--- config.mk ---
export PLATFORM = sky130hd
export DESIGN_NAME = ist_irq
export DESIGN_NICKNAME = d
export VERILOG_FILES = /design/src/hdl/ist_pkg.sv /design/src/hdl/ist_irq.sv
export SDC_FILE = /design/constraint.sdc
export NUM_CORES = 1
export LEC_CHECK = 0
export ABC_AREA = 0
export BUFFER_PORTS_ARGS = -buffer_cell sky130_fd_sc_hd__buf_2
export CAP_MARGIN = 0
export CORE_ASPECT_RATIO = 1.1
export CORE_MARGIN = 4
export CORE_UTILIZATION = 47
export CTS_BUF_LIST = sky130_fd_sc_hd__clkbuf_8
export CTS_CLUSTER_DIAMETER = 200
export DETAILED_ROUTE_END_ITERATION = 8
export HOLD_SLACK_MARGIN = 0.1
export MAX_ROUTING_LAYER = met4
export PLACE_DENSITY = 0.69
export SETUP_SLACK_MARGIN = 0.3
export SLEW_MARGIN = 25
export SYNTH_ARGS = -nofsm -noshare
export SYNTH_HDL_FRONTEND = slang
export SYNTH_SLANG_ARGS = --single-unit
--- constraint.sdc ---
create_clock -name pclk -period 4.95 [get_ports pclk]
set_clock_uncertainty 0.2 [all_clocks]
set_input_delay 0.7425 -clock pclk [delete_from_list [all_inputs] [get_ports pclk]]
set_output_delay 0.7425 -clock pclk [all_outputs]
set_load 0.01 [all_outputs]
--- src/hdl/ist_pkg.sv ---
package ist_pkg;

    // Register byte offsets
    localparam logic [7:0] INTC0_OFF  = 8'h00;
    localparam logic [7:0] INTC1_OFF  = 8'h04;
    localparam logic [7:0] MFI0_OFF   = 8'h08;
    localparam logic [7:0] MFI1_OFF   = 8'h0c;
    localparam logic [7:0] PSC_OFF    = 8'h10;
    localparam logic [7:0] TB0C_OFF   = 8'h14;
    localparam logic [7:0] TB1C_OFF   = 8'h18;
    localparam logic [7:0] EDGE_OFF   = 8'h1c;
    localparam logic [7:0] STAT_OFF   = 8'h20;

    // Control bit positions (control register 0)
    localparam int GIE_BIT   = 0;
    localparam int EXTE_BIT  = 1;
    localparam int MF0E_BIT  = 2;
    localparam int MF1E_BIT  = 3;
    localparam int EXTF_BIT  = 4;
    localparam int MF0F_BIT  = 5;
    localparam int MF1F_BIT  = 6;
    // Control register 1
    localparam int TB0E_BIT  = 0;
    localparam int TB1E_BIT  = 1;
    localparam int CONVE_BIT = 3;
    localparam int TB0F_BIT  = 4;
    localparam int TB1F_BIT  = 5;
    localparam int CONVF_BIT = 7;
    // Timer module source registers
    localparam int PE_BIT    = 0;
    localparam int AE_BIT    = 1;
    localparam int PF_BIT    = 4;
    localparam int AF_BIT    = 5;
    // Prescaler and tick channel
    localparam int PSC_ON_BIT = 2;
    localparam int TB_ON_BIT  = 7;

    localparam logic [7:0] REG_RESET = 8'h00;
    localparam logic [1:0] DIV4_LAST = 2'h3;
    localparam int         TB_MIN_EXP = 8;

    // Edge select codes
    typedef enum logic [1:0] {
        IST_EDGE_OFF  = 2'h0,
        IST_EDGE_RISE = 2'h1,
        IST_EDGE_FALL = 2'h2,
        IST_EDGE_BOTH = 2'h3
    } ist_edge_t;

    // Vector numbers, in priority order
    typedef enum logic [2:0] {
        IST_VEC_EXT  = 3'h0,
        IST_VEC_MF0  = 3'h1,
        IST_VEC_MF1  = 3'h2,
        IST_VEC_CONV = 3'h3,
        IST_VEC_TB0  = 3'h4,
        IST_VEC_TB1  = 3'h5
    } ist_vec_t;

    // Events from peripherals
    typedef struct packed {
        logic       conv_done;
        logic [1:0] tm_a_match;
        logic [1:0] tm_p_match;
    } ist_events_t;

    // Request to the core
    typedef struct packed {
        logic     valid;
        ist_vec_t vector;
    } ist_req_t;

endpackage : ist_pkg

--- src/hdl/ist_irq.sv ---
`timescale 1ns/1ps
module ist_irq (
    // Clock and reset
    input  wire logic               pclk,
    input  wire logic               presetn,
    // APB slave
    input  wire logic               psel,
    input  wire logic               penable,
    input  wire logic               pwrite,
    input  wire logic [7:0]         paddr,
    input  wire logic [31:0]        pwdata,
    output logic      [31:0]        prdata,
    output logic                    pready,
    output logic                    pslverr,
    // Pins and clocks
    input  wire logic               ext_irq_pin,
    input  wire logic               sub_clk,
    output logic                    ext_pull_keep,
    // Peripheral events
    input  wire ist_pkg::ist_events_t events,
    // Core side
    input  wire logic               stack_full,
    input  wire logic               irq_ack,
    input  wire logic               global_set,
    output ist_pkg::ist_req_t       irq_req,
    output logic                    wake_up
);

    logic [7:0]        ctl0_reg;
    logic [7:0]        ctl0_next;
    logic [7:0]        ctl1_reg;
    logic [7:0]        ctl1_next;
    logic [7:0]        mfi0_reg;
    logic [7:0]        mfi0_next;
    logic [7:0]        mfi1_reg;
    logic [7:0]        mfi1_next;
    logic [7:0]        psc_reg;
    logic [7:0]        psc_next;
    logic [7:0]        tb0_reg;
    logic [7:0]        tb0_next;
    logic [7:0]        tb1_reg;
    logic [7:0]        tb1_next;
    logic [1:0]        edge_reg;
    logic [1:0]        edge_next;
    logic [2:0]        pin_reg;
    logic [2:0]        pin_next;
    logic [2:0]        sub_reg;
    logic [2:0]        sub_next;
    logic [1:0]        div4_reg;
    logic [1:0]        div4_next;
    logic [14:0]       pcnt_reg;
    logic [14:0]       pcnt_next;
    logic [9:0]        flags_old_reg;
    logic [9:0]        flags_old_next;
    logic [31:0]       rd_reg;
    logic [31:0]       rd_next;
    logic              wake_reg;
    logic              wake_next;
    logic              wr;
    logic              rd;
    logic              mapped;
    logic              rise;
    logic              fall;
    logic              psc_tick;
    logic              sub_rise;
    logic              ext_evt;
    logic [1:0]        tb_ovf;
    logic [5:0]        pend;
    logic [9:0]        flags_now;
    ist_pkg::ist_req_t req_c;

    // APB access decode
    always_comb begin
        wr = psel & penable & pwrite;
        rd = psel & ~penable & ~pwrite;
    end

    // Pin and sub-clock synchronisers, edge taken after second stage
    always_comb begin
        pin_next = {pin_reg[1:0], ext_irq_pin};
        sub_next = {sub_reg[1:0], sub_clk};
    end
    always_comb begin
        rise     = pin_reg[1] & ~pin_reg[2];
        fall     = ~pin_reg[1] & pin_reg[2];
        sub_rise = sub_reg[1] & ~sub_reg[2];
    end

    // Prescaler clock source and gate
    always_comb begin
        if (psc_reg[1])
            psc_tick = sub_rise;
        else if (psc_reg[0])
            psc_tick = (div4_reg == ist_pkg::DIV4_LAST);
        else
            psc_tick = 1'b1;
        psc_tick = psc_tick & psc_reg[ist_pkg::PSC_ON_BIT];
    end

    // Divide-by-four phase and shared prescaler count
    always_comb begin
        div4_next = div4_reg + 2'h1;
        pcnt_next = pcnt_reg;
        if (!psc_reg[ist_pkg::PSC_ON_BIT])
            div4_next = div4_reg;
        if (psc_tick)
            pcnt_next = pcnt_reg + 15'h0001;
    end

    // Divider overflow per tick channel
    genvar g;
    generate
        for (g = 0; g < 2; g++) begin : g_tb
            logic [7:0] c;
            logic [3:0] e;
            assign c = (g == 0) ? tb0_reg : tb1_reg;
            assign e = 4'(ist_pkg::TB_MIN_EXP) + {1'b0, c[2:0]};
            assign tb_ovf[g] = psc_tick & c[ist_pkg::TB_ON_BIT]
                               & (pcnt_reg[e - 4'h1 -: 1] == 1'b1)
                               & ((pcnt_reg & ((15'h0001 << (e - 4'h1)) - 15'h0001))
                                  == ((15'h0001 << (e - 4'h1)) - 15'h0001));
        end
    endgenerate

    // Pending enabled requests and priority
    always_comb begin
        pend[0] = ctl0_reg[ist_pkg::EXTF_BIT] & ctl0_reg[ist_pkg::EXTE_BIT];
        pend[1] = ctl0_reg[ist_pkg::MF0F_BIT] & ctl0_reg[ist_pkg::MF0E_BIT];
        pend[2] = ctl0_reg[ist_pkg::MF1F_BIT] & ctl0_reg[ist_pkg::MF1E_BIT];
        pend[3] = ctl1_reg[ist_pkg::CONVF_BIT] & ctl1_reg[ist_pkg::CONVE_BIT];
        pend[4] = ctl1_reg[ist_pkg::TB0F_BIT] & ctl1_reg[ist_pkg::TB0E_BIT];
        pend[5] = ctl1_reg[ist_pkg::TB1F_BIT] & ctl1_reg[ist_pkg::TB1E_BIT];
    end

    // Request valid and vector
    always_comb begin
        req_c.valid  = |pend & ctl0_reg[ist_pkg::GIE_BIT] & ~stack_full;
        req_c.vector = ist_pkg::IST_VEC_TB1;
        if (pend[0])
            req_c.vector = ist_pkg::IST_VEC_EXT;
        else if (pend[1])
            req_c.vector = ist_pkg::IST_VEC_MF0;
        else if (pend[2])
            req_c.vector = ist_pkg::IST_VEC_MF1;
        else if (pend[3])
            req_c.vector = ist_pkg::IST_VEC_CONV;
        else if (pend[4])
            req_c.vector = ist_pkg::IST_VEC_TB0;
    end
    assign irq_req = req_c;

    // Selected pin edge
    always_comb begin
        ext_evt = 1'b0;
        unique case (ist_pkg::ist_edge_t'(edge_reg))
            ist_pkg::IST_EDGE_RISE: ext_evt = rise;
            ist_pkg::IST_EDGE_FALL: ext_evt = fall;
            ist_pkg::IST_EDGE_BOTH: ext_evt = rise | fall;
            ist_pkg::IST_EDGE_OFF:  ext_evt = 1'b0;
        endcase
    end

    // Register next values: software writes, then hardware clears, then sets
    always_comb begin
        logic       srv;
        logic [1:0] mask;
        srv = irq_ack & req_c.valid;
        mask = 2'h0;
        ctl0_next = ctl0_reg;
        ctl1_next = ctl1_reg;
        mfi0_next = mfi0_reg;
        mfi1_next = mfi1_reg;
        psc_next  = psc_reg;
        tb0_next  = tb0_reg;
        tb1_next  = tb1_reg;
        edge_next = edge_reg;
        if (wr) begin
            unique case (paddr)
                ist_pkg::INTC0_OFF: ctl0_next = {1'b0, pwdata[6:0]};
                ist_pkg::INTC1_OFF: ctl1_next = pwdata[7:0] & 8'hbb;
                ist_pkg::MFI0_OFF:  mfi0_next = pwdata[7:0] & 8'h33;
                ist_pkg::MFI1_OFF:  mfi1_next = pwdata[7:0] & 8'h33;
                ist_pkg::PSC_OFF:   psc_next  = pwdata[7:0] & 8'h07;
                ist_pkg::TB0C_OFF:  tb0_next  = pwdata[7:0] & 8'h87;
                ist_pkg::TB1C_OFF:  tb1_next  = pwdata[7:0] & 8'h87;
                ist_pkg::EDGE_OFF:  edge_next = pwdata[1:0];
                default: ;
            endcase
        end
        if (srv) begin
            ctl0_next[ist_pkg::GIE_BIT] = 1'b0;
            unique case (req_c.vector)
                ist_pkg::IST_VEC_EXT:  ctl0_next[ist_pkg::EXTF_BIT] = 1'b0;
                ist_pkg::IST_VEC_MF0:  ctl0_next[ist_pkg::MF0F_BIT] = 1'b0;
                ist_pkg::IST_VEC_MF1:  ctl0_next[ist_pkg::MF1F_BIT] = 1'b0;
                ist_pkg::IST_VEC_CONV: ctl1_next[ist_pkg::CONVF_BIT] = 1'b0;
                ist_pkg::IST_VEC_TB0:  ctl1_next[ist_pkg::TB0F_BIT] = 1'b0;
                default:               ctl1_next[ist_pkg::TB1F_BIT] = 1'b0;
            endcase
        end
        if (global_set)
            ctl0_next[ist_pkg::GIE_BIT] = 1'b1;
        if (ext_evt)
            ctl0_next[ist_pkg::EXTF_BIT] = 1'b1;
        // Timer sources: P and A match flags
        if (events.tm_p_match[0]) mfi0_next[ist_pkg::PF_BIT] = 1'b1;
        if (events.tm_a_match[0]) mfi0_next[ist_pkg::AF_BIT] = 1'b1;
        if (events.tm_p_match[1]) mfi1_next[ist_pkg::PF_BIT] = 1'b1;
        if (events.tm_a_match[1]) mfi1_next[ist_pkg::AF_BIT] = 1'b1;
        // Merged flag sets on a newly set enabled source
        mask[0] = (mfi0_next[ist_pkg::PF_BIT] & ~mfi0_reg[ist_pkg::PF_BIT] & mfi0_reg[ist_pkg::PE_BIT])
                | (mfi0_next[ist_pkg::AF_BIT] & ~mfi0_reg[ist_pkg::AF_BIT] & mfi0_reg[ist_pkg::AE_BIT]);
        mask[1] = (mfi1_next[ist_pkg::PF_BIT] & ~mfi1_reg[ist_pkg::PF_BIT] & mfi1_reg[ist_pkg::PE_BIT])
                | (mfi1_next[ist_pkg::AF_BIT] & ~mfi1_reg[ist_pkg::AF_BIT] & mfi1_reg[ist_pkg::AE_BIT]);
        if (mask[0]) ctl0_next[ist_pkg::MF0F_BIT] = 1'b1;
        if (mask[1]) ctl0_next[ist_pkg::MF1F_BIT] = 1'b1;
        if (events.conv_done) ctl1_next[ist_pkg::CONVF_BIT] = 1'b1;
        if (tb_ovf[0]) ctl1_next[ist_pkg::TB0F_BIT] = 1'b1;
        if (tb_ovf[1]) ctl1_next[ist_pkg::TB1F_BIT] = 1'b1;
    end

    // Read data, prepared in setup phase
    always_comb begin
        rd_next = rd_reg;
        if (rd) begin
            unique case (paddr)
                ist_pkg::INTC0_OFF: rd_next = {24'h000000, ctl0_reg};
                ist_pkg::INTC1_OFF: rd_next = {24'h000000, ctl1_reg};
                ist_pkg::MFI0_OFF:  rd_next = {24'h000000, mfi0_reg};
                ist_pkg::MFI1_OFF:  rd_next = {24'h000000, mfi1_reg};
                ist_pkg::PSC_OFF:   rd_next = {24'h000000, psc_reg};
                ist_pkg::TB0C_OFF:  rd_next = {24'h000000, tb0_reg};
                ist_pkg::TB1C_OFF:  rd_next = {24'h000000, tb1_reg};
                ist_pkg::EDGE_OFF:  rd_next = {30'h0, edge_reg};
                ist_pkg::STAT_OFF:  rd_next = {26'h0, pin_reg[2], req_c.valid, 1'b0, req_c.vector};
                default:            rd_next = 32'h00000000;
            endcase
        end
    end

    always_comb begin
        mapped = (paddr <= ist_pkg::STAT_OFF) & (paddr[1:0] == 2'h0);
        flags_now = {mfi1_reg[ist_pkg::AF_BIT], mfi1_reg[ist_pkg::PF_BIT],
                     mfi0_reg[ist_pkg::AF_BIT], mfi0_reg[ist_pkg::PF_BIT],
                     ctl1_reg[ist_pkg::TB1F_BIT], ctl1_reg[ist_pkg::TB0F_BIT],
                     ctl1_reg[ist_pkg::CONVF_BIT], ctl0_reg[ist_pkg::MF1F_BIT],
                     ctl0_reg[ist_pkg::MF0F_BIT], ctl0_reg[ist_pkg::EXTF_BIT]};
        flags_old_next = flags_now;
        wake_next      = |(flags_now & ~flags_old_reg);
    end
    assign pready        = 1'b1;
    assign pslverr       = psel & penable & ~mapped;
    assign prdata        = rd_reg;
    assign wake_up       = wake_reg;
    assign ext_pull_keep = 1'b1;

    // Control and source registers
    always_ff @(posedge pclk or negedge presetn) begin
        if (!presetn) begin
            ctl0_reg      <= ist_pkg::REG_RESET;
            ctl1_reg      <= ist_pkg::REG_RESET;
            mfi0_reg      <= ist_pkg::REG_RESET;
            mfi1_reg      <= ist_pkg::REG_RESET;
            psc_reg       <= ist_pkg::REG_RESET;
            tb0_reg       <= ist_pkg::REG_RESET;
            tb1_reg       <= ist_pkg::REG_RESET;
            edge_reg      <= 2'h0;
        end else begin
            ctl0_reg      <= ctl0_next;
            ctl1_reg      <= ctl1_next;
            mfi0_reg      <= mfi0_next;
            mfi1_reg      <= mfi1_next;
            psc_reg       <= psc_next;
            tb0_reg       <= tb0_next;
            tb1_reg       <= tb1_next;
            edge_reg      <= edge_next;
        end
    end

    // Pin and sub-clock synchronisers
    always_ff @(posedge pclk or negedge presetn) begin
        if (!presetn) begin
            pin_reg       <= 3'h0;
            sub_reg       <= 3'h0;
        end else begin
            pin_reg       <= pin_next;
            sub_reg       <= sub_next;
        end
    end

    // Prescaler state
    always_ff @(posedge pclk or negedge presetn) begin
        if (!presetn) begin
            div4_reg      <= 2'h0;
            pcnt_reg      <= 15'h0000;
        end else begin
            div4_reg      <= div4_next;
            pcnt_reg      <= pcnt_next;
        end
    end

    // Read data
    always_ff @(posedge pclk or negedge presetn) begin
        if (!presetn) begin
            rd_reg        <= 32'h00000000;
        end else begin
            rd_reg        <= rd_next;
        end
    end

    // Flag history and wake-up pulse
    always_ff @(posedge pclk or negedge presetn) begin
        if (!presetn) begin
            flags_old_reg <= 10'h000;
            wake_reg      <= 1'b0;
        end else begin
            flags_old_reg <= flags_old_next;
            wake_reg      <= wake_next;
        end
    end

endmodule : ist_irq

-- After elaboration in Yosys (flattened, before gate mapping)
Cells that the tools add are included.
- add/subtract/negate cells: 8
- multiply operators: 0
- divide/modulo/power cells: 0
- magnitude comparators: 1
- eq/ne operators: 18
- shift operators: 4
- multiplexer cells: 38
- bitwise operators: 51
- reductions and logical operators: 18
- operators by type and width (cell ; count):
    8-bit one-hot mux with 9 select lines ; 1
    1-bit bitwise AND ; 33
    8-bit by 5-bit equality test with 1-bit output (second input constant) ; 4
    15-bit bitwise AND ; 2
    15-bit equality test ; 2
    15-bit by 5-bit indexed part select with 1-bit output ; 2
    1-bit by 4-bit << shifter with 15-bit output (first input constant) ; 2
    15-bit by 1-bit subtractor with 15-bit output (second input constant) ; 2
    6-bit 2-to-1 mux ; 4
    1-bit 2-to-1 mux ; 22
    2-bit AND reduction ; 9
    8-bit by 4-bit equality test with 1-bit output (second input constant) ; 2
    8-bit 2-to-1 mux ; 2
    15-bit by 1-bit adder with 15-bit output (second input constant) ; 1
    3-bit 2-to-1 mux ; 5
    7-bit 2-to-1 mux ; 2
    1-bit inverter ; 11
    10-bit bitwise AND ; 1
    10-bit inverter ; 1
    10-bit OR reduction ; 1
    4-bit by 3-bit adder with 4-bit output (first input constant) ; 2
    8-bit by 3-bit equality test with 1-bit output (second input constant) ; 1
    8-bit by 6-bit equality test with 1-bit output (second input constant) ; 1
    8-bit by 6-bit <= comparator with 1-bit output (second input constant) ; 1
    16 further kinds ; 24
- register bits after elaboration: 100
- bits in latches: 0
- RAM bits: 0
- bits in read-only memories: 0
- bits of input ports: 55
- output and inout port bits: 40
- logic and storage cells: 158
- memories: 0

-- Logic depth before layout (Yosys ltp)
Gate-level depths: netlist of run 1.
- depth in word-level cells: 11
- depth in mapped cells: 14
- depth with buffers taken out: 11

-- Worst setup path before layout of run 1
OpenSTA, ideal clock, no wires.
- kind: reg-to-reg
- start point: register tb0_reg[0] (netlist: g_tb[0].c[0])
- end point: register ctl1_reg[4]
- setup time: 103 ps
- arrival time: 2857 ps
- slack: 1789 ps
- cell stages (with the launch flop): 14
- period minus slack after synthesis: 3161 ps
- cell sequence: dfrtp_1 buf_6 inv_1 ha_1 clkbuf_1 nor2_1 nand2_1 ha_1 inv_1 o311ai_0 o22ai_2 nor3_2 nand4_1 o41ai_2
- cells in the longest elaborated chain, start to end: 8
- elaborated cells between the ends (all ways): 10
- RTL lines (item ; RTL line ; text):
    start: declaration ; ist_irq.sv:39 ; logic [7:0] tb0_reg;
    start signal: assignment ; ist_irq.sv:265 ; tb0_reg <= ist_pkg::REG_RESET;
    start signal: assignment ; ist_irq.sv:274 ; tb0_reg <= tb0_next;
    4-bit by 3-bit adder with 4-bit output (*) ; ist_irq.sv:117 ; assign e = 4'(ist_pkg::TB_MIN_EXP) + {1'b0, c[2:0]};
    4-bit by 1-bit subtractor with 4-bit output (*) ; ist_irq.sv:119, ist_irq.sv:120, ist_irq.sv:121 ;
    1-bit by 4-bit << shifter with 15-bit output ; ist_irq.sv:120, ist_irq.sv:121 ;
    15-bit by 1-bit subtractor with 15-bit output ; ist_irq.sv:120, ist_irq.sv:121 ;
    15-bit bitwise AND ; ist_irq.sv:120 ; & ((pcnt_reg & ((15'h0001 << (e - 4'h1)) - 15'h0001))
    15-bit equality test ; ist_irq.sv:121 ; == ((15'h0001 << (e - 4'h1)) - 15'h0001));
    1-bit bitwise AND (*) ; ist_irq.sv:120 ;
    1-bit 2-to-1 mux (*) ; ist_irq.sv:218 ; if (tb_ovf[0]) ctl1_next[ist_pkg::TB0F_BIT] = 1'b1;
    named net ctl1_next[4] ; ist_irq.sv:32 ; logic [7:0] ctl1_next;
    end signal: assignment ; ist_irq.sv:261 ; ctl1_reg <= ist_pkg::REG_RESET;
    end signal: assignment ; ist_irq.sv:270 ; ctl1_reg <= ctl1_next;
    end: declaration ; ist_irq.sv:31 ; logic [7:0] ctl1_reg;
Mark *: on every way through the listed nets, which the timed path passes. The rest lies on a longest branch.
A chain may end at the register's enable or synchronous reset.

-- Worst setup path in the final report of run 1
- start point: register tb1_reg[0] (netlist: g_tb[1].c[0])
- end point: register ctl1_reg[5]
- cells in the longest elaborated chain, start to end: 8
- elaborated cells between the ends (all ways): 10
- RTL lines (item ; RTL line ; text):
    start: declaration ; ist_irq.sv:41 ; logic [7:0] tb1_reg;
    start signal: assignment ; ist_irq.sv:266 ; tb1_reg <= ist_pkg::REG_RESET;
    start signal: assignment ; ist_irq.sv:275 ; tb1_reg <= tb1_next;
    4-bit by 3-bit adder with 4-bit output (*) ; ist_irq.sv:117 ;
    4-bit by 1-bit subtractor with 4-bit output (*) ; ist_irq.sv:119, ist_irq.sv:120, ist_irq.sv:121 ;
    1-bit by 4-bit << shifter with 15-bit output ; ist_irq.sv:120, ist_irq.sv:121 ;
    15-bit by 1-bit subtractor with 15-bit output ; ist_irq.sv:120, ist_irq.sv:121 ;
    15-bit bitwise AND ; ist_irq.sv:120 ;
    15-bit equality test ; ist_irq.sv:121 ;
    1-bit bitwise AND (*) ; ist_irq.sv:120 ;
    1-bit 2-to-1 mux (*) ; ist_irq.sv:219 ; if (tb_ovf[1]) ctl1_next[ist_pkg::TB1F_BIT] = 1'b1;
    named net ctl1_next[5] ; ist_irq.sv:32 ;
Marked as above.

==> reports/results.tsv, run 1 <==
stage	metric	value	unit
synth	synth_edf_count	0	
power	combPwrFrac	13.7	%
critical_path	path_class	reg -> reg	
die	die_area	12700	µm²
synth	synth-xor-area-share	3.75	%
timing	tightest_slew	923	ps
final_layout	largest_reg_flops	15	
final_layout	diodes	0	
clock_network	hold_buffers	0	
timing	timing.slew.headroom	38.3	%
synth	syn-cell-area	5140	µm²
clock_network	post_cts_resized	0	
synth	synth.mux.area_fraction	7.95	%
power	power_density	242	nW/µm²
clock_network	cts_setup_buffers	0	
synth	synth_top_family_by_area	compound AO/OA/AOI/OAI gates	
power	ir_drop	0.177	mV
timing	rsz0062_at_grt	false	
min_path	hold_class	reg -> reg	
critical_path	arrival	4130	ps
clock_network	root_buffer	clkbuf_8	
critical_path	crit_path_max_incr_delay	680	ps
placement	placed_cells	720	
timing	setup_violations	0	
grt	antenna_found_initial	0	
routing	drt_pass1_iterations	5	
final_layout	final_area	5530	µm²
grt	grt_usage	22.2	%
critical_path	required	5000	ps
timing	setup_tns	0	ps
power	swShare	31.0	%
clock_network	cts_tree	built	
synth	synth_flop_cell	dfrtp_1	
synth	syn_avg_cell_area	9.22	µm²
power	p_leak	2.39	nW
die	die_w	108	µm
run_status	status	finished clean	
critical_path	cp_max_fo	22	
final_layout	final_nets	659	
synth	yosys.area_share.simple	17.5	%
die	die_height	118	µm
power	p_int	0.923	mW
routing	vias	4439	
timing	timing.hold.ws	156	ps
placement	io_buffers	44	
critical_path	endpoint_kind	flop	
synth	synth_cell_types	73	
synth	yosys-top-cells-count	dfrtp_1, nand2_1, nor2_1	
flow_run	cap_viol_max_count	0	
synth	synth_area_leaders	dfrtp_1, mux2_2, buf_4	
timing	slew_viol_final	0	
synth	synthAdderAreaFrac	3.89	%
critical_path	start_kind	flop	
placement	dpl_cell_area	5330	µm²
clock_network	cts_buffers	9	
final_layout	instances_no_fill	736	
routing	drt_iter0_drc	417	
routing	vias_per_cell	6.03	
clock_network	clk_pin_slew	90	ps
power	clkPwrFrac	34.6	%
synth	synth_top_area_cell	dfrtp_1	
routing	detail_route.wl_per_cell	18.4	µm
die	core	10500	µm²
critical_path	crit_slowest_cell	dfrtp_1	
die	io_pins	95	
clock_network	clk_path_buf_depth	2	
final_layout	syn_to_final_growth	7.44	%
grt	grt_pass1_wl	22000	µm
synth	synth_top_area_share	37.0	%
grt	grt_pass1_vias	4314	
clock_network	worstSkewPairLatency	370	ps
placement	place.gp.congestion	0.894	
timing	finalCritPeriodShare	82.4	%
grt	grt_overflow	0	
timing	fmax	245	MHz
power	power_frac_seq	51.7	%
routing	drt-total-wl	13600	µm
timing	hold_viol_final	0	
routing	antenna_left	0	
synth	synth_compound_area_share	21.1	%
synth	yosysWarnings	0	
critical_path	r2r_setup_slack	870	ps
synth	seq_area_frac_synth	37.0	%
die	num_rows	39	
synth	ys_seq_elements	76	
clock_network	clock-sinks	76	
final_layout	layout-drive-gt1-share	17.7	%
synth	yosys.cell_count.top_type	dfrtp_1	
die	start_util	48.8	%
power	p_switching	0.414	mW
placement	dp_hpwl	10000	µm
synth	syn_inst	558	
clock_network	htree_levels	3	
grt	grt_max_degree	77	
critical_path	path_cells	inv_1 > ha_1 > nor4_1 > nand2_1 > ha_1 > o21ai_0 > o21ai_0 > a221o_1 > a32oi_1 > o2111ai_1 > o31ai_1	
timing	fin_crit	4080	ps
synth	synth-async-reset-ratio	100	%
routing	drc_errors	0	
==> power groups by stage <==
stage	combinational (mW)	sequential, mW	clock [mW]
detailed placement	0.181	0.701	0
global route	0.202	0.695	0.496
finish	0.183	0.690	0.463
global placement	0.176	0.699	0
floorplan	0.121	0.694	0
CTS	0.182	0.689	0.468
==> routing by layer <==
| metal | track usage (%) | up-vias | wire length (µm) |
|---|---|---|---|
| met3 | 3.24 | 20 | 783 |
| met2 | 33.9 | 171 | 6450 |
| met4 | 6.39 | 0 | 214 |
| li1 | - | 2072 | - |
| met5 | - | - | 0 |
| met1 | 30.7 | 2176 | 6120 |
==> critical path: cells and delay by family (launching register included) <==
family | cells | cell delay, ps
AO/OA/AOI/OAI | 6 | 1340
adder cells (fa/ha/maj) | 2 | 910
buffers and inverters | 1 | 190
flip-flops | 1 | 680
AND/OR/NAND/NOR | 2 | 640
==> cell type report <==
class                      count  area (µm²)
sequential                    76        1900
fill                        1014        5010
clock inverter                 7        70.1
timing repair buffer          45         234
inverter                      34         128
clock buffer                   9         124
multi-input combinational    422        2890
tap                          143         179
==> cells by family (layout without fill, tap and decap cells) <==
| kind of cell | count (synthesis) | count (layout) |
|---|---|---|
| buffers and inverters | 84 | 95 |
| AO/OA/AOI/OAI | 146 | 146 |
| multiplexers | 35 | 35 |
| adder cells (fa/ha/maj) | 16 | 16 |
| XOR/XNOR | 22 | 22 |
| other | 2 | 26 |
| flip-flops | 76 | 76 |
| AND/OR/NAND/NOR | 177 | 177 |
==> final timing paths <==
kind / start / endpoint / cells after the start
setup / recovery: g_tb[1].c[0] / ctl1_reg[5] / 11
hold / removal: sub_reg[0] / sub_reg[1] / 0
setup reg to reg: g_tb[1].c[0] / ctl1_reg[5] / 11
hold reg to reg: sub_reg[0] / sub_reg[1] / 0
max in group asynchronous: presetn / g_tb[0].c[0] / 1
min in group asynchronous: presetn / pcnt_reg[14] / 1
==> through the flow <==
stage                     util, %  total power, mW  setup slack (ps)
after global routing         52.4             1.39               591
after CTS                    52.4             1.34               932
final                        52.4             1.34               872
after floorplan                 -            0.815              1790
after detailed placement     50.5            0.882               949
after global placement       50.5            0.875              1150
==> layout by cell type, fill, tap and decap left out, types with 6 or more instances in the layout <==
master     n
a21oi_1   23
a221oi_1   7
a22oi_1   10
a31oi_1   10
and3_1     9
buf_2     43
clkbuf_8   9
conb_1    26
dfrtp_1   76
ha_1      16
inv_1     34
mux2_2    27
mux2i_1    6
nand2_1   45
nand3_1   15
nand4_1    9
nor2_1    40
nor3_1    14
o21ai_0   20
xnor2_1   17
Note: power is estimated with default switching activity, not from simulation.
==> inputs of run 2 (changes only) <==
--- a/config.mk
+++ b/config.mk
@@ -5,7 +5,7 @@
 export SDC_FILE = /design/constraint.sdc
 export NUM_CORES = 1
 export LEC_CHECK = 0
-export ABC_AREA = 0
+export ABC_AREA = 1
 export BUFFER_PORTS_ARGS = -buffer_cell sky130_fd_sc_hd__buf_2
 export CAP_MARGIN = 0
 export CORE_ASPECT_RATIO = 1.1
@@ -16,7 +16,7 @@
 export DETAILED_ROUTE_END_ITERATION = 8
 export HOLD_SLACK_MARGIN = 0.1
 export MAX_ROUTING_LAYER = met4
-export PLACE_DENSITY = 0.69
+export PLACE_DENSITY = 0.72
 export SETUP_SLACK_MARGIN = 0.3
 export SLEW_MARGIN = 25
 export SYNTH_ARGS = -nofsm -noshare
==> constraint.sdc (replaced) <==
create_clock -name pclk -period 3.5 [get_ports pclk]
set_clock_uncertainty 0.2 [all_clocks]
set_input_delay 0.525 -clock pclk [delete_from_list [all_inputs] [get_ports pclk]]
set_output_delay 0.525 -clock pclk [all_outputs]
set_load 0.01 [all_outputs]
==> reports/results.tsv, run 2 <==
stage	metric	value	unit	change
timing	fin_crit	2920	ps	-1160 ps
final_layout	final_nets	884		+34%
synth	ys_seq_elements	76		unchanged
timing	slew_viol_final	0		unchanged
critical_path	arrival	3020	ps	-1110 ps
timing	tightest_slew	676	ps	-246 ps
final_layout	largest_reg_flops	15		unchanged
grt	grt_max_degree	77		unchanged
clock_network	cts_tree	built		
die	core	11100	µm²	+4.9%
die	start_util	48.5	%	-0.35 points
synth	syn-cell-area	5360	µm²	+4.2%
power	ir_drop	0.275	mV	+56%
grt	grt_overflow	0		unchanged
power	power_density	330	nW/µm²	+36%
timing	fmax	343	MHz	+40%
routing	antenna_left	0		unchanged
synth	syn_inst	762		+37%
critical_path	path_class	reg -> reg		
clock_network	clock-sinks	76		unchanged
clock_network	worstSkewPairLatency	380	ps	about the same
power	p_int	1.41	mW	+53%
synth	yosysWarnings	0		unchanged
power	clkPwrFrac	39.8	%	+5.2 points
critical_path	required	3610	ps	-1390 ps
routing	vias	5097		+15%
timing	setup_violations	0		unchanged
timing	finalCritPeriodShare	83.3	%	+0.92 points
final_layout	layout-drive-gt1-share	12.1	%	-5.6 points
power	swShare	27.3	%	-3.7 points
synth	synth-async-reset-ratio	100	%	unchanged
flow_run	cap_viol_max_count	0		unchanged
synth	synth_top_area_share	35.5	%	-1.5 points
routing	detail_route.wl_per_cell	14.4	µm	-22%
die	die_w	110	µm	+1.9%
final_layout	layout_commonest_cell	nand2_1		
routing	drc_errors	0		unchanged
min_path	hold_class	in -> reg		
clock_network	clk_pin_slew	90	ps	about the same
routing	drt_pass1_iterations	7		+2
grt	antenna_found_initial	0		unchanged
critical_path	cp_max_fo	12		-45%
final_layout	fill_cells	1123		+11%
synth	synth_cell_types	41		-44%
die	io_pins	95		unchanged
final_layout	layout_common_cells	nand2_1, inv_1, nand3_1		
clock_network	htree_levels	3		unchanged
grt	grt_pass1_vias	4641		+7.6%
synth	syn_avg_cell_area	7.03	µm²	-24%
power	p_leak	3.19	nW	+34%
timing	hold_viol_final	0		unchanged
power	combPwrFrac	11.3	%	-2.4 points
die	die_height	120	µm	+1.9%
synth	synth_area_leaders	dfrtp_1, nand2_1, nand3_1		
grt	grt_usage	22.5	%	+0.30 points
power	p_switching	0.529	mW	+28%
power	power_frac_seq	48.8	%	-2.9 points
synth	synth_flop_cell	dfrtp_1		
placement	dpl_cell_area	5630	µm²	+5.6%
timing	timing.slew.headroom	54.9	%	+17 points
synth	synth_top_area_cell	dfrtp_1		
synth	seq_area_frac_synth	35.5	%	-1.5 points
clock_network	root_buffer	clkbuf_8		
die	die_area	13200	µm²	+3.9%
routing	drt-total-wl	13900	µm	+2.2%
placement	dp_hpwl	10800	µm	+7.8%
final_layout	diodes	0		unchanged
timing	rsz0062_at_grt	false		
critical_path	start_kind	flop		
final_layout	syn_to_final_growth	9.85	%	
grt	grt_pass1_wl	22600	µm	+2.4%
die	num_rows	40		+2.6%
timing	setup_tns	0	ps	unchanged
synth	synth_edf_count	0		unchanged
placement	io_buffers	44		unchanged
run_status	status	finished clean		
synth	yosys-top-cells-count	nand2_1, inv_1, nand3_1		
clock_network	cts_buffers	9		unchanged
critical_path	endpoint_kind	flop		
placement	place.gp.congestion	0.980		+9.6%
routing	vias_per_cell	5.29		-12%
routing	drt_iter0_drc	318		-24%
synth	yosys.cell_count.top_type	nand2_1		
final_layout	final_area	5890	µm²	+6.5%
clock_network	clk_path_buf_depth	2		unchanged
clock_network	cts_setup_buffers	0		unchanged
run 2: final timing paths:
kind	cells after the start	end	slack [ps]	start
max	17	ctl1_reg[5]	580	g_tb[1].c[0]
min	2	ctl0_reg[0]	130	global_set
max reg2reg	17	ctl1_reg[5]	580	g_tb[1].c[0]
min reg2reg	0	sub_reg[1]	150	sub_reg[0]
max in group asynchronous	2	flags_old_reg[4]	2090	presetn
min in group asynchronous	2	pcnt_reg[8]	530	presetn
run 2: power by group through the flow:
| stage | sequential [mW] | combinational (mW) | clock [mW] |
|---|---|---|---|
| floorplan | 0.959 | 0.155 | 0 |
| global placement | 0.964 | 0.213 | 0 |
| detailed placement | 0.964 | 0.217 | 0 |
| CTS | 0.948 | 0.219 | 0.780 |
| global route | 0.953 | 0.253 | 0.820 |
| finish | 0.948 | 0.220 | 0.773 |
run 2: logic make-up (layout without fill, tap and decap cells):
kind of cell / Yosys count / count (layout) / share of synthesized area (%)
other cells: 2 / 26 / 0.140
compound gates: 102 / 102 / 11.0
fa+ha+maj: 16 / 16 / 3.74
xor+xnor: 16 / 16 / 2.62
buf+inv: 142 / 173 / 12.3
simple gates: 408 / 408 / 34.8
flops: 76 / 76 / 35.5
run 2: routing by layer:
metal	vias to the layer above	part of all wire, %	GRT usage, %
met1	2350	43	29.5
met4	0	2.4	8.18
met3	24	5.9	3.55
met5	-	0	-
li1	2551	-	-
met2	172	49	35.0
run 2: layout make-up:
type / instances / area (µm²) / area share [%]
tap: 147 / 184 / 3.12
inverter: 108 / 409 / 6.95
clock buffer: 10 / 138 / 2.34
sequential: 76 / 1900 / 32.3
multi-input combinational: 568 / 2890 / 49.1
clock inverter: 5 / 85.1 / 1.45
timing repair buffer: 50 / 279 / 4.74
run 2: repair_timing:
item / 4_1_cts / 5_1_grt
hold buffers: 2 / 1
gates resized for setup: 0 / 1
hold endpoints to repair: 2 / 76
setup endpoints to repair: 0 / 1
run 2: stage by stage:
step           util [%]  cells  power [mW]  hold slack, ps  worst slack (ps)
6_report           53.2    964        1.94             132               584
5_1_grt            53.2    964        2.03             143               343
4_1_cts            53.1    963        1.95             125               490
3_5_place_dp       50.9    946        1.18             137               519
3_3_place_gp       50.9    946        1.18             133               575
2_1_floorplan         -    786        1.11            29.4               831
run 2: critical path: stages, from the launching register on:
cell and delay [ps]:
dfrtp_1 400, clkinvlp_4 230, ha_1 360, inv_2 140, nand4_1 170, ha_1 320
nor2_1 40, nor2_1 80, nand3_1 80, nor2_1 140, nand2_1 60, nor2_1 100
nand2_1 50, nor2_1 140, nand2_1 70, nor2_1 90, nand3_1 110, nand2_1 70
